File: src/nmsm_regs.vh
// register map, field positions and timing constants of the network module status block
`ifndef NMSM_REGS_VH
`define NMSM_REGS_VH

// ----------------------------------------------------------------
// register byte addresses
// ----------------------------------------------------------------
`define NMSM_ADDR_CTRL 8'h00
`define NMSM_ADDR_STATUS 8'h04
`define NMSM_ADDR_IRQ_STAT 8'h08
`define NMSM_ADDR_IRQ_MASK 8'h0C
`define NMSM_ADDR_CONN 8'h10

// ----------------------------------------------------------------
// control register fields
// ----------------------------------------------------------------
`define NMSM_CTRL_MODE_LO 0
`define NMSM_CTRL_MODE_HI 3
`define NMSM_CTRL_SW_LO 4
`define NMSM_CTRL_SW_HI 7
`define NMSM_CTRL_BANK 8
`define NMSM_CTRL_FCLR 9
`define NMSM_CTRL_START 10
`define NMSM_CTRL_RESET 32'h0000_0000

// condition switch numbers inside the switch field
`define NMSM_SW_DELAY 3

// ----------------------------------------------------------------
// modes
// ----------------------------------------------------------------
`define NMSM_MODE_ONLINE 4'h0
`define NMSM_MODE_OFFLINE 4'h1
`define NMSM_MODE_LOOP 4'h2
`define NMSM_MODE_RAM 4'h3
`define NMSM_MODE_ROM 4'h4

// ----------------------------------------------------------------
// status and interrupt bits
// ----------------------------------------------------------------
`define NMSM_ST_RUN 0
`define NMSM_ST_READY 1
`define NMSM_ST_BUSY 2
`define NMSM_ST_WDOG 3
`define NMSM_ST_COMM 4
`define NMSM_ST_XFER 5
`define NMSM_ST_LOOPON 6
`define NMSM_ST_LOOPERR 7
`define NMSM_ST_RAMON 8
`define NMSM_ST_RAMERR 9
`define NMSM_ST_ROMON 10
`define NMSM_ST_ROMERR 11
`define NMSM_ST_BANK 12
`define NMSM_ST_OFFLINE 13
`define NMSM_ST_WIDTH 14

`define NMSM_IRQ_WDOG 0
`define NMSM_IRQ_COMM 1
`define NMSM_IRQ_TESTERR 2
`define NMSM_IRQ_READY 3
`define NMSM_IRQ_WIDTH 4

// ----------------------------------------------------------------
// timing
// ----------------------------------------------------------------
`define NMSM_CLK_MHZ 250
`define NMSM_DELAY_SEC 20
// 33 bits wide: twenty seconds of clock overflows a 32-bit integer
`define NMSM_DELAY_CYCLES (`NMSM_DELAY_SEC * `NMSM_CLK_MHZ * 33'h0_000F_4240)

`endif

File: src/nmsm_delay_timer.v
// startup delay counter for the ready indicator
`timescale 1ns/10ps
`default_nettype none
`include "nmsm_regs.vh"

module nmsm_delay_timer #(
  parameter [32:0] CYCLES = `NMSM_DELAY_CYCLES
) (
  // clock and reset
  input wire clk,
  input wire rstn,
  // control
  input wire run,
  input wire bypass,
  // result
  output reg done
);

  reg [32:0] countReg;

  always @(posedge clk or negedge rstn) begin
    if (!rstn) begin
      countReg <= 33'h0_0000_0000;
      done <= 1'b0;
    end else if (!run) begin
      countReg <= 33'h0_0000_0000;
      done <= 1'b0;
    end else if (bypass || countReg >= CYCLES - 33'h1) begin
      done <= 1'b1;
    end else begin
      countReg <= countReg + 33'h1;
    end
  end

endmodule
`default_nettype wire

File: src/nmsm_sticky.v
// sticky event bits, cleared by writing one, set wins over clear
`timescale 1ns/10ps
`default_nettype none

module nmsm_sticky #(
  parameter integer WIDTH = 4
) (
  // clock and reset
  input wire clk,
  input wire rstn,
  // events and clears
  input wire [WIDTH-1:0] setBits,
  input wire [WIDTH-1:0] clearBits,
  // state
  output reg [WIDTH-1:0] flags
);

  genvar i;
  generate
    for (i = 0; i < WIDTH; i = i + 1) begin : g_bit
      always @(posedge clk or negedge rstn) begin
        if (!rstn) begin
          flags[i] <= 1'b0;
        end else if (setBits[i]) begin
          flags[i] <= 1'b1;
        end else if (clearBits[i]) begin
          flags[i] <= 1'b0;
        end
      end
    end
  endgenerate

endmodule
`default_nettype wire

File: src/nmsm_top.v
// status indication and operating mode block with AHB-Lite register slave
//
// Our own choices: the register addresses and the AHB-Lite slave port.
`timescale 1ns/10ps
`default_nettype none
`include "nmsm_regs.vh"

module nmsm_top #(
  parameter [32:0] DELAY_CYCLES = `NMSM_DELAY_CYCLES,
  parameter integer CONNS = 8
) (
  // clock and reset
  input wire clk,
  input wire rstn,
  // ahb-lite slave
  input wire hsel,
  input wire [7:0] haddr,
  input wire [1:0] htrans,
  input wire hwrite,
  input wire [2:0] hsize,
  input wire [31:0] hwdata,
  input wire hready,
  output wire hreadyout,
  output reg [31:0] hrdata,
  output wire hresp,
  // device events
  input wire watchdogError,
  input wire cmdSent,
  input wire cmdReceived,
  input wire respReceived,
  input wire respSent,
  input wire busyTimeout,
  input wire commError,
  input wire [CONNS-1:0] connectionOpenedFlags,
  input wire [CONNS-1:0] connDataRequest,
  input wire hostXferActive,
  input wire testDone,
  input wire testFail,
  // indicators
  output reg runIndicator,
  output reg readyIndicator,
  output reg activityIndicator,
  output reg [CONNS-1:0] connectionOpenIndicators,
  output reg [CONNS-1:0] connDataGrant,
  output reg loopTestActiveIndicator,
  output reg loopFaultIndicator,
  output reg ramTestActiveIndicator,
  output reg ramFaultIndicator,
  output reg romTestActiveIndicator,
  output reg romFaultIndicator,
  output reg commFaultIndicator,
  output reg hostTransferIndicator,
  output reg watchdogFaultFlag,
  output reg bankSelectSignal,
  output reg networkConnected,
  output wire irq
);

  // ----------------------------------------------------------------
  // reset release
  // ----------------------------------------------------------------
  reg rstSync1Reg;
  reg rstSync2Reg;
  wire rstnInt;

  always @(posedge clk or negedge rstn) begin
    if (!rstn) begin
      rstSync1Reg <= 1'b0;
      rstSync2Reg <= 1'b0;
    end else begin
      rstSync1Reg <= 1'b1;
      rstSync2Reg <= rstSync1Reg;
    end
  end
  assign rstnInt = rstSync2Reg;

  // ----------------------------------------------------------------
  // bus slave
  // ----------------------------------------------------------------
  reg [31:0] ctrlReg;
  reg [`NMSM_IRQ_WIDTH-1:0] maskReg;
  reg wrPendReg;
  reg [7:0] wrAddrReg;
  wire [`NMSM_IRQ_WIDTH-1:0] irqFlags;
  wire [`NMSM_ST_WIDTH-1:0] statusWord;
  reg [`NMSM_IRQ_WIDTH-1:0] irqClear;
  wire addrPhase;

  // zero-wait slave: every transfer completes in its first data cycle
  assign hreadyout = 1'b1;
  assign hresp = 1'b0;
  assign addrPhase = hsel && hready && htrans[1];

  function [31:0] readMux;
    input [7:0] a;
    input [31:0] c;
    input [`NMSM_ST_WIDTH-1:0] s;
    input [`NMSM_IRQ_WIDTH-1:0] f;
    input [`NMSM_IRQ_WIDTH-1:0] m;
    input [CONNS-1:0] o;
    begin
      case (a)
        `NMSM_ADDR_CTRL: readMux = c;
        `NMSM_ADDR_STATUS: readMux = {{(32-`NMSM_ST_WIDTH){1'b0}}, s};
        `NMSM_ADDR_IRQ_STAT: readMux = {{(32-`NMSM_IRQ_WIDTH){1'b0}}, f};
        `NMSM_ADDR_IRQ_MASK: readMux = {{(32-`NMSM_IRQ_WIDTH){1'b0}}, m};
        `NMSM_ADDR_CONN: readMux = {{(32-CONNS){1'b0}}, o};
        default: readMux = 32'h0000_0000;
      endcase
    end
  endfunction

  always @(posedge clk or negedge rstnInt) begin
    if (!rstnInt) begin
      wrPendReg <= 1'b0;
      wrAddrReg <= 8'h00;
      hrdata <= 32'h0000_0000;
    end else begin
      wrPendReg <= addrPhase && hwrite;
      wrAddrReg <= haddr;
      if (addrPhase && !hwrite) begin
        hrdata <= readMux(haddr, ctrlReg, statusWord, irqFlags, maskReg,
          connectionOpenIndicators);
      end
    end
  end

  // mode and switch fields reset to online and all switches off
  always @(posedge clk or negedge rstnInt) begin
    if (!rstnInt) begin
      ctrlReg <= `NMSM_CTRL_RESET;
      maskReg <= {`NMSM_IRQ_WIDTH{1'b0}};
    end else if (wrPendReg) begin
      if (wrAddrReg == `NMSM_ADDR_CTRL) begin
        ctrlReg <= hwdata;
      end
      if (wrAddrReg == `NMSM_ADDR_IRQ_MASK) begin
        maskReg <= hwdata[`NMSM_IRQ_WIDTH-1:0];
      end
    end
  end

  always @* begin
    irqClear = {`NMSM_IRQ_WIDTH{1'b0}};
    if (wrPendReg && wrAddrReg == `NMSM_ADDR_IRQ_STAT) begin
      irqClear = hwdata[`NMSM_IRQ_WIDTH-1:0];
    end
  end

  // ----------------------------------------------------------------
  // mode decode
  // ----------------------------------------------------------------
  wire [3:0] modeSel;
  wire [3:0] condSw;
  wire started;
  wire faultClear;
  wire isOnline;
  wire isOffline;
  wire isLoop;
  wire isRam;
  wire isRom;
  wire delayDone;

  assign modeSel = ctrlReg[`NMSM_CTRL_MODE_HI:`NMSM_CTRL_MODE_LO];
  assign condSw = ctrlReg[`NMSM_CTRL_SW_HI:`NMSM_CTRL_SW_LO];
  assign started = ctrlReg[`NMSM_CTRL_START];
  assign faultClear = ctrlReg[`NMSM_CTRL_FCLR];
  // a mode counts only while the start bit is set
  function modeIs;
    input [3:0] sel;
    input go;
    input [3:0] code;
    begin
      modeIs = go && sel == code;
    end
  endfunction

  // values 5 to 9 and above match none of these, so no mode runs
  assign isOnline = modeIs(modeSel, started, `NMSM_MODE_ONLINE);
  assign isOffline = modeIs(modeSel, started, `NMSM_MODE_OFFLINE);
  assign isLoop = modeIs(modeSel, started, `NMSM_MODE_LOOP);
  assign isRam = modeIs(modeSel, started, `NMSM_MODE_RAM);
  assign isRom = modeIs(modeSel, started, `NMSM_MODE_ROM);

  nmsm_delay_timer #(
    .CYCLES(DELAY_CYCLES)
  ) u_delay (
    .clk(clk),
    .rstn(rstnInt),
    .run(isOnline),
    .bypass(!condSw[`NMSM_SW_DELAY]),
    .done(delayDone)
  );

  // ----------------------------------------------------------------
  // indicators
  // ----------------------------------------------------------------
  localparam TEST_LOOP = 0;
  localparam TEST_RAM = 1;
  localparam TEST_ROM = 2;
  localparam TESTS = 3;

  reg [TESTS-1:0] testFailedReg;
  reg busyReg;
  wire [TESTS-1:0] testMode;
  wire testFailed;

  assign testMode = {isRom, isRam, isLoop};
  assign testFailed = testDone && testFail;

  always @(posedge clk or negedge rstnInt) begin
    if (!rstnInt) begin
      runIndicator <= 1'b0;
      watchdogFaultFlag <= 1'b0;
      readyIndicator <= 1'b0;
      activityIndicator <= 1'b0;
      busyReg <= 1'b0;
      connectionOpenIndicators <= {CONNS{1'b0}};
      connDataGrant <= {CONNS{1'b0}};
      commFaultIndicator <= 1'b0;
      hostTransferIndicator <= 1'b0;
      bankSelectSignal <= 1'b0;
      networkConnected <= 1'b0;
      testFailedReg <= {TESTS{1'b0}};
      loopTestActiveIndicator <= 1'b0;
      loopFaultIndicator <= 1'b0;
      ramTestActiveIndicator <= 1'b0;
      ramFaultIndicator <= 1'b0;
      romTestActiveIndicator <= 1'b0;
      romFaultIndicator <= 1'b0;
    end else begin
      // watchdog fault is sticky until reset
      if (watchdogError) begin
        watchdogFaultFlag <= 1'b1;
      end
      runIndicator <= !watchdogError && !watchdogFaultFlag;
      readyIndicator <= isOnline && delayDone;
      // busy spans command to response or timeout, both directions
      if (cmdSent || cmdReceived) begin
        busyReg <= 1'b1;
      end else if (respReceived || respSent || busyTimeout) begin
        busyReg <= 1'b0;
      end
      activityIndicator <= busyReg && isOnline;
      connectionOpenIndicators <= connectionOpenedFlags;
      connDataGrant <= connDataRequest & connectionOpenedFlags
        & {CONNS{isOnline}};
      // clear holds the light off; a new error while held is not latched
      if (faultClear) begin
        commFaultIndicator <= 1'b0;
      end else if (commError) begin
        commFaultIndicator <= 1'b1;
      end
      hostTransferIndicator <= hostXferActive;
      bankSelectSignal <= ctrlReg[`NMSM_CTRL_BANK];
      networkConnected <= isOnline;
      // one record per test, so a failure never lights the next test's fault
      testFailedReg <= testMode & (testFailedReg | {TESTS{testFailed}});
      // test lights only while the matching test runs and has not ended
      loopTestActiveIndicator <= isLoop && !testDone;
      ramTestActiveIndicator <= isRam && !testDone;
      romTestActiveIndicator <= isRom && !testDone;
      // fault lights follow their own record while the mode stays
      loopFaultIndicator <= isLoop && (testFailedReg[TEST_LOOP] || testFailed);
      ramFaultIndicator <= isRam && (testFailedReg[TEST_RAM] || testFailed);
      romFaultIndicator <= isRom && (testFailedReg[TEST_ROM] || testFailed);
    end
  end

  // ----------------------------------------------------------------
  // status and interrupts
  // ----------------------------------------------------------------
  assign statusWord = {isOffline, bankSelectSignal, romFaultIndicator,
    romTestActiveIndicator, ramFaultIndicator, ramTestActiveIndicator,
    loopFaultIndicator, loopTestActiveIndicator, hostTransferIndicator,
    commFaultIndicator, watchdogFaultFlag, activityIndicator,
    readyIndicator, runIndicator};

  wire [`NMSM_IRQ_WIDTH-1:0] irqSet;
  // ready edge raises one interrupt per online start
  reg readyPrevReg;

  always @(posedge clk or negedge rstnInt) begin
    if (!rstnInt) begin
      readyPrevReg <= 1'b0;
    end else begin
      readyPrevReg <= readyIndicator;
    end
  end

  assign irqSet = {readyIndicator && !readyPrevReg, testDone && testFail,
    commError, watchdogError};

  nmsm_sticky #(
    .WIDTH(`NMSM_IRQ_WIDTH)
  ) u_irq (
    .clk(clk),
    .rstn(rstnInt),
    .setBits(irqSet),
    .clearBits(irqClear),
    .flags(irqFlags)
  );

  // level output: stays high until software clears or masks the cause
  assign irq = |(irqFlags & maskReg);

endmodule
`default_nettype wire

File: config.mk
export PLATFORM = sky130hd
export DESIGN_NAME = nmsm_top
export DESIGN_NICKNAME = d
export VERILOG_FILES = /design/src/nmsm_delay_timer.v /design/src/nmsm_sticky.v /design/src/nmsm_top.v
export VERILOG_INCLUDE_DIRS = /design/src
export SDC_FILE = /design/constraint.sdc
export NUM_CORES = 1
export LEC_CHECK = 0
export BUFFER_PORTS_ARGS = -buffer_cell sky130_fd_sc_hd__buf_2
export CELL_PAD_IN_SITES_DETAIL_PLACEMENT = 1
export CELL_PAD_IN_SITES_GLOBAL_PLACEMENT = 1
export CORE_MARGIN = 1
export CORE_UTILIZATION = 40
export CTS_BUF_LIST = sky130_fd_sc_hd__clkbuf_8
export DETAILED_ROUTE_END_ITERATION = 10
export HOLD_SLACK_MARGIN = 0.15
export MAX_ROUTING_LAYER = met4
export PLACE_DENSITY = 0.84
export SYNTH_ARGS = -nofsm -noshare
export SYNTH_HDL_FRONTEND = slang
export SYNTH_SLANG_ARGS = --single-unit
File: constraint.sdc
create_clock -name clk -period 4.84 [get_ports clk]
set_clock_uncertainty 0.2 [all_clocks]
set_input_delay 0.726 -clock clk [delete_from_list [all_inputs] [get_ports clk]]
set_output_delay 0.726 -clock clk [all_outputs]
set_load 0.02 [all_outputs]
==> out/metrics.cfg <==
[floorplan]
row_count=45
io_pins=141
die_w_um=126.1
fp.dieArea_mm2=0.01591
start_util_pct=40.70
die_y_um=126.1
core_area_mm2=0.01515

[sta]
worstMarginPinSlew_ns=0.9643
min_period_ns=2.748
max_freq_mhz=364.0
setup_violations=0
setup_ws_ns=2.092
maxSlewViolCount=0
relSlewSlack_pct=35.71
hold_violations=0
rsz0062_at_grt=no
fin_crit_sh_pct=56.77
fin_setup_tns_ns=0

[clock_network]
ctsLongestPathBuffers=2
insertion_delay_ns=0.46
postCtsHoldBufs=1
clk_pin_slew_worst_paths_ns=0.09
cts_tree=built
cts.sinks=149
htree_levels=4
cts_post_setup_buffers_inserted=0
cts_root_buffer=clkbuf_8
cts_resized=0
cts_made_buffers=17

[finish]
fin_util_pct=49.38
final_common_cell=dfrtp_1
final_cell_mix=dfrtp_1, buf_2, nor2_1
final_nets=735
area_delta_synth_final_pct=21.31
drive_gt1_share_pct=33.08
diodes=0

[global_routing]
first_global_vias=5137
grt_overflow_total=0
grt_use_total_pct=22.89
grt_max_degree=77
grt_first_pass_wirelength_um=27430
grt_antenna_before_repair=0

[setup_path]
cp-end-kind=register
crit_fanout=18
timing_worst_setup_path_type=input pin to register
crit_path_start_kind=input pin
crit_required_ns=5.03
cp.arrival_ns=2.94

[detailed_routing]
vias_per_cell=5.477
vias=4705
dr.pass1.iters=4
drt_wl_total_um=16690
drc=0
drt-wirelength-per-cell_um=19.43
drt_iter0_markers=252
final_antenna_net_count=0

[pwr]
p_clk_share_pct=43.1
leakagePower_nw=3.668
pwr-share-comb_pct=3.9
switching_share_pct=24.44
p_per_area_mw_per_mm2=321.4
seqPwrFrac_pct=53.1
p_int_mw=1.816
p_switching_uw=587.5
ir_worst_vdd_v=0.0001617

[logic_synthesis]
avgSynthCellArea_um2=11.86
synthesis.area_mm2=0.006165
ys_ff_latch=149
synth_ff_type=dfrtp_1
synth-async-reset-ratio_pct=100.0
netlist_instances=520
yosysWarnings=0
synthDistinctLibCells=46
synth_seq_area_share_pct=60.48
synth-edff-count=0

[place]
port_buffers=134
place_congestion=0.7756
hpwl_um=11630
pre_cts_ws_ns=1.625

[outcome]
status=complete, no violations

[job]
maxCapViolCount=0

[worst_hold_path]
hold_class=register to register

logic make-up after synthesis:
group                      after synthesis  synth area share [%]
and+or+nand+nor                        181                 15.69
DFF                                    149                 60.48
AOI/OAI and AO/OA                       84                 9.215
muxes                                   54                 9.580
buffers and inverters                   30                 2.009
xor gates and xnor gates                19                 2.699
other                                    2                0.1218
adders and majority gates                1                0.2029
area by class of cell:
class,count,area [µm²]
clock buffers,17,234.0
clock inverters,15,195.2
fillers,1670,7667
inverters,8,30.03
multi-input cells,342,2321
flip-flops and latches,149,3732
well taps,188,235.2
repair buffers,140,730.7
synth_stat cells (2+ instances only):
master / n / share of area (%)
a21o_1: 2 / 0.24
a21oi_1: 20 / 1.6
a22o_1: 19 / 2.7
a22oi_1: 6 / 0.73
and2_1: 7 / 0.71
and3_1: 17 / 1.7
and4_1: 4 / 0.57
buf_4: 3 / 0.37
clkbuf_1: 19 / 1.2
conb_1: 2 / 0.12
dfrtp_1: 149 / 60
inv_1: 8 / 0.49
mux2_2: 40 / 7.3
mux2i_1: 14 / 2.3
nand2_1: 39 / 2.4
nand2b_1: 3 / 0.30
nand3_1: 15 / 1.2
nand4_1: 13 / 1.3
nand4bb_1: 2 / 0.37
nor2_1: 42 / 2.6
nor3_1: 9 / 0.73
nor3b_1: 2 / 0.24
nor4_1: 2 / 0.20
nor4b_1: 2 / 0.28
o211ai_1: 3 / 0.37
o21ai_0: 24 / 1.9
o31ai_1: 5 / 0.61
or2_2: 2 / 0.20
or3_1: 11 / 1.1
or4_1: 3 / 0.37
xnor2_1: 3 / 0.43
xor2_1: 16 / 2.3
path summary, 6_finish.rpt:
kind                                 startpoint              endpoint  slack (ns)  cells past startpoint
min reg2reg                         rstSync1Reg           rstSync2Reg        0.16                      0
max                                    haddr[5]            hrdata[29]        2.09                      7
max reg2reg                u_delay.countReg[24]  u_delay.countReg[31]        2.19                      6
min                                 rstSync1Reg           rstSync2Reg        0.16                      0
max in group asynchronous           rstSync2Reg  u_delay.countReg[28]        3.25                      1
min in group asynchronous           rstSync2Reg             hrdata[8]        0.26                      0
sequential cells by signal (all words and copies together), names as in the netlist, 2 cells and up:
signal / count
ctrlReg: 32
connectionOpenIndicators: 8
maskReg: 4
connDataGrant: 8
u_irq.flags: 4
testFailedReg: 2
u_delay.countReg: 33
hrdata: 32
wrAddrReg: 8
worst max-delay path: stages:
cell     delay, ns
buf_2         0.11
nor3_1        0.24
nand2_1       0.13
or2_2         0.36
or3_1         0.50
nor2_2        0.63
a22o_1        0.24
power groups by stage:
stage / sequential, mW / combinational, mW / clock (mW)
after floorplan: 1.31 / 0.0263 / 0
after global placement: 1.30 / 0.0890 / 0
after detailed placement: 1.30 / 0.0929 / 0
after CTS: 1.28 / 0.0945 / 1.05
after global routing: 1.28 / 0.102 / 1.10
final: 1.28 / 0.0933 / 1.04
metal layers:
layer  vias up  GRT usage (%)  wire length, µm
met5         -              -                0
li1       2134              -                -
met2       127          38.64             8668
met4         0          8.788              375
met1      2408          26.87             6937
met3        36          4.715              705
metrics by stage:
step	total power, mW	cell area [µm²]	hold WS (ns)	std cells
floorplan	1.335	6168	0.1312	521
global placement	1.388	7039	0.1424	826
detailed placement	1.393	7039	0.1388	826
CTS	2.420	7478	0.1646	859
global route	2.482	7478	0.1632	859
finish	2.404	7478	0.1623	859
Power figures use the tool's default switching activity.
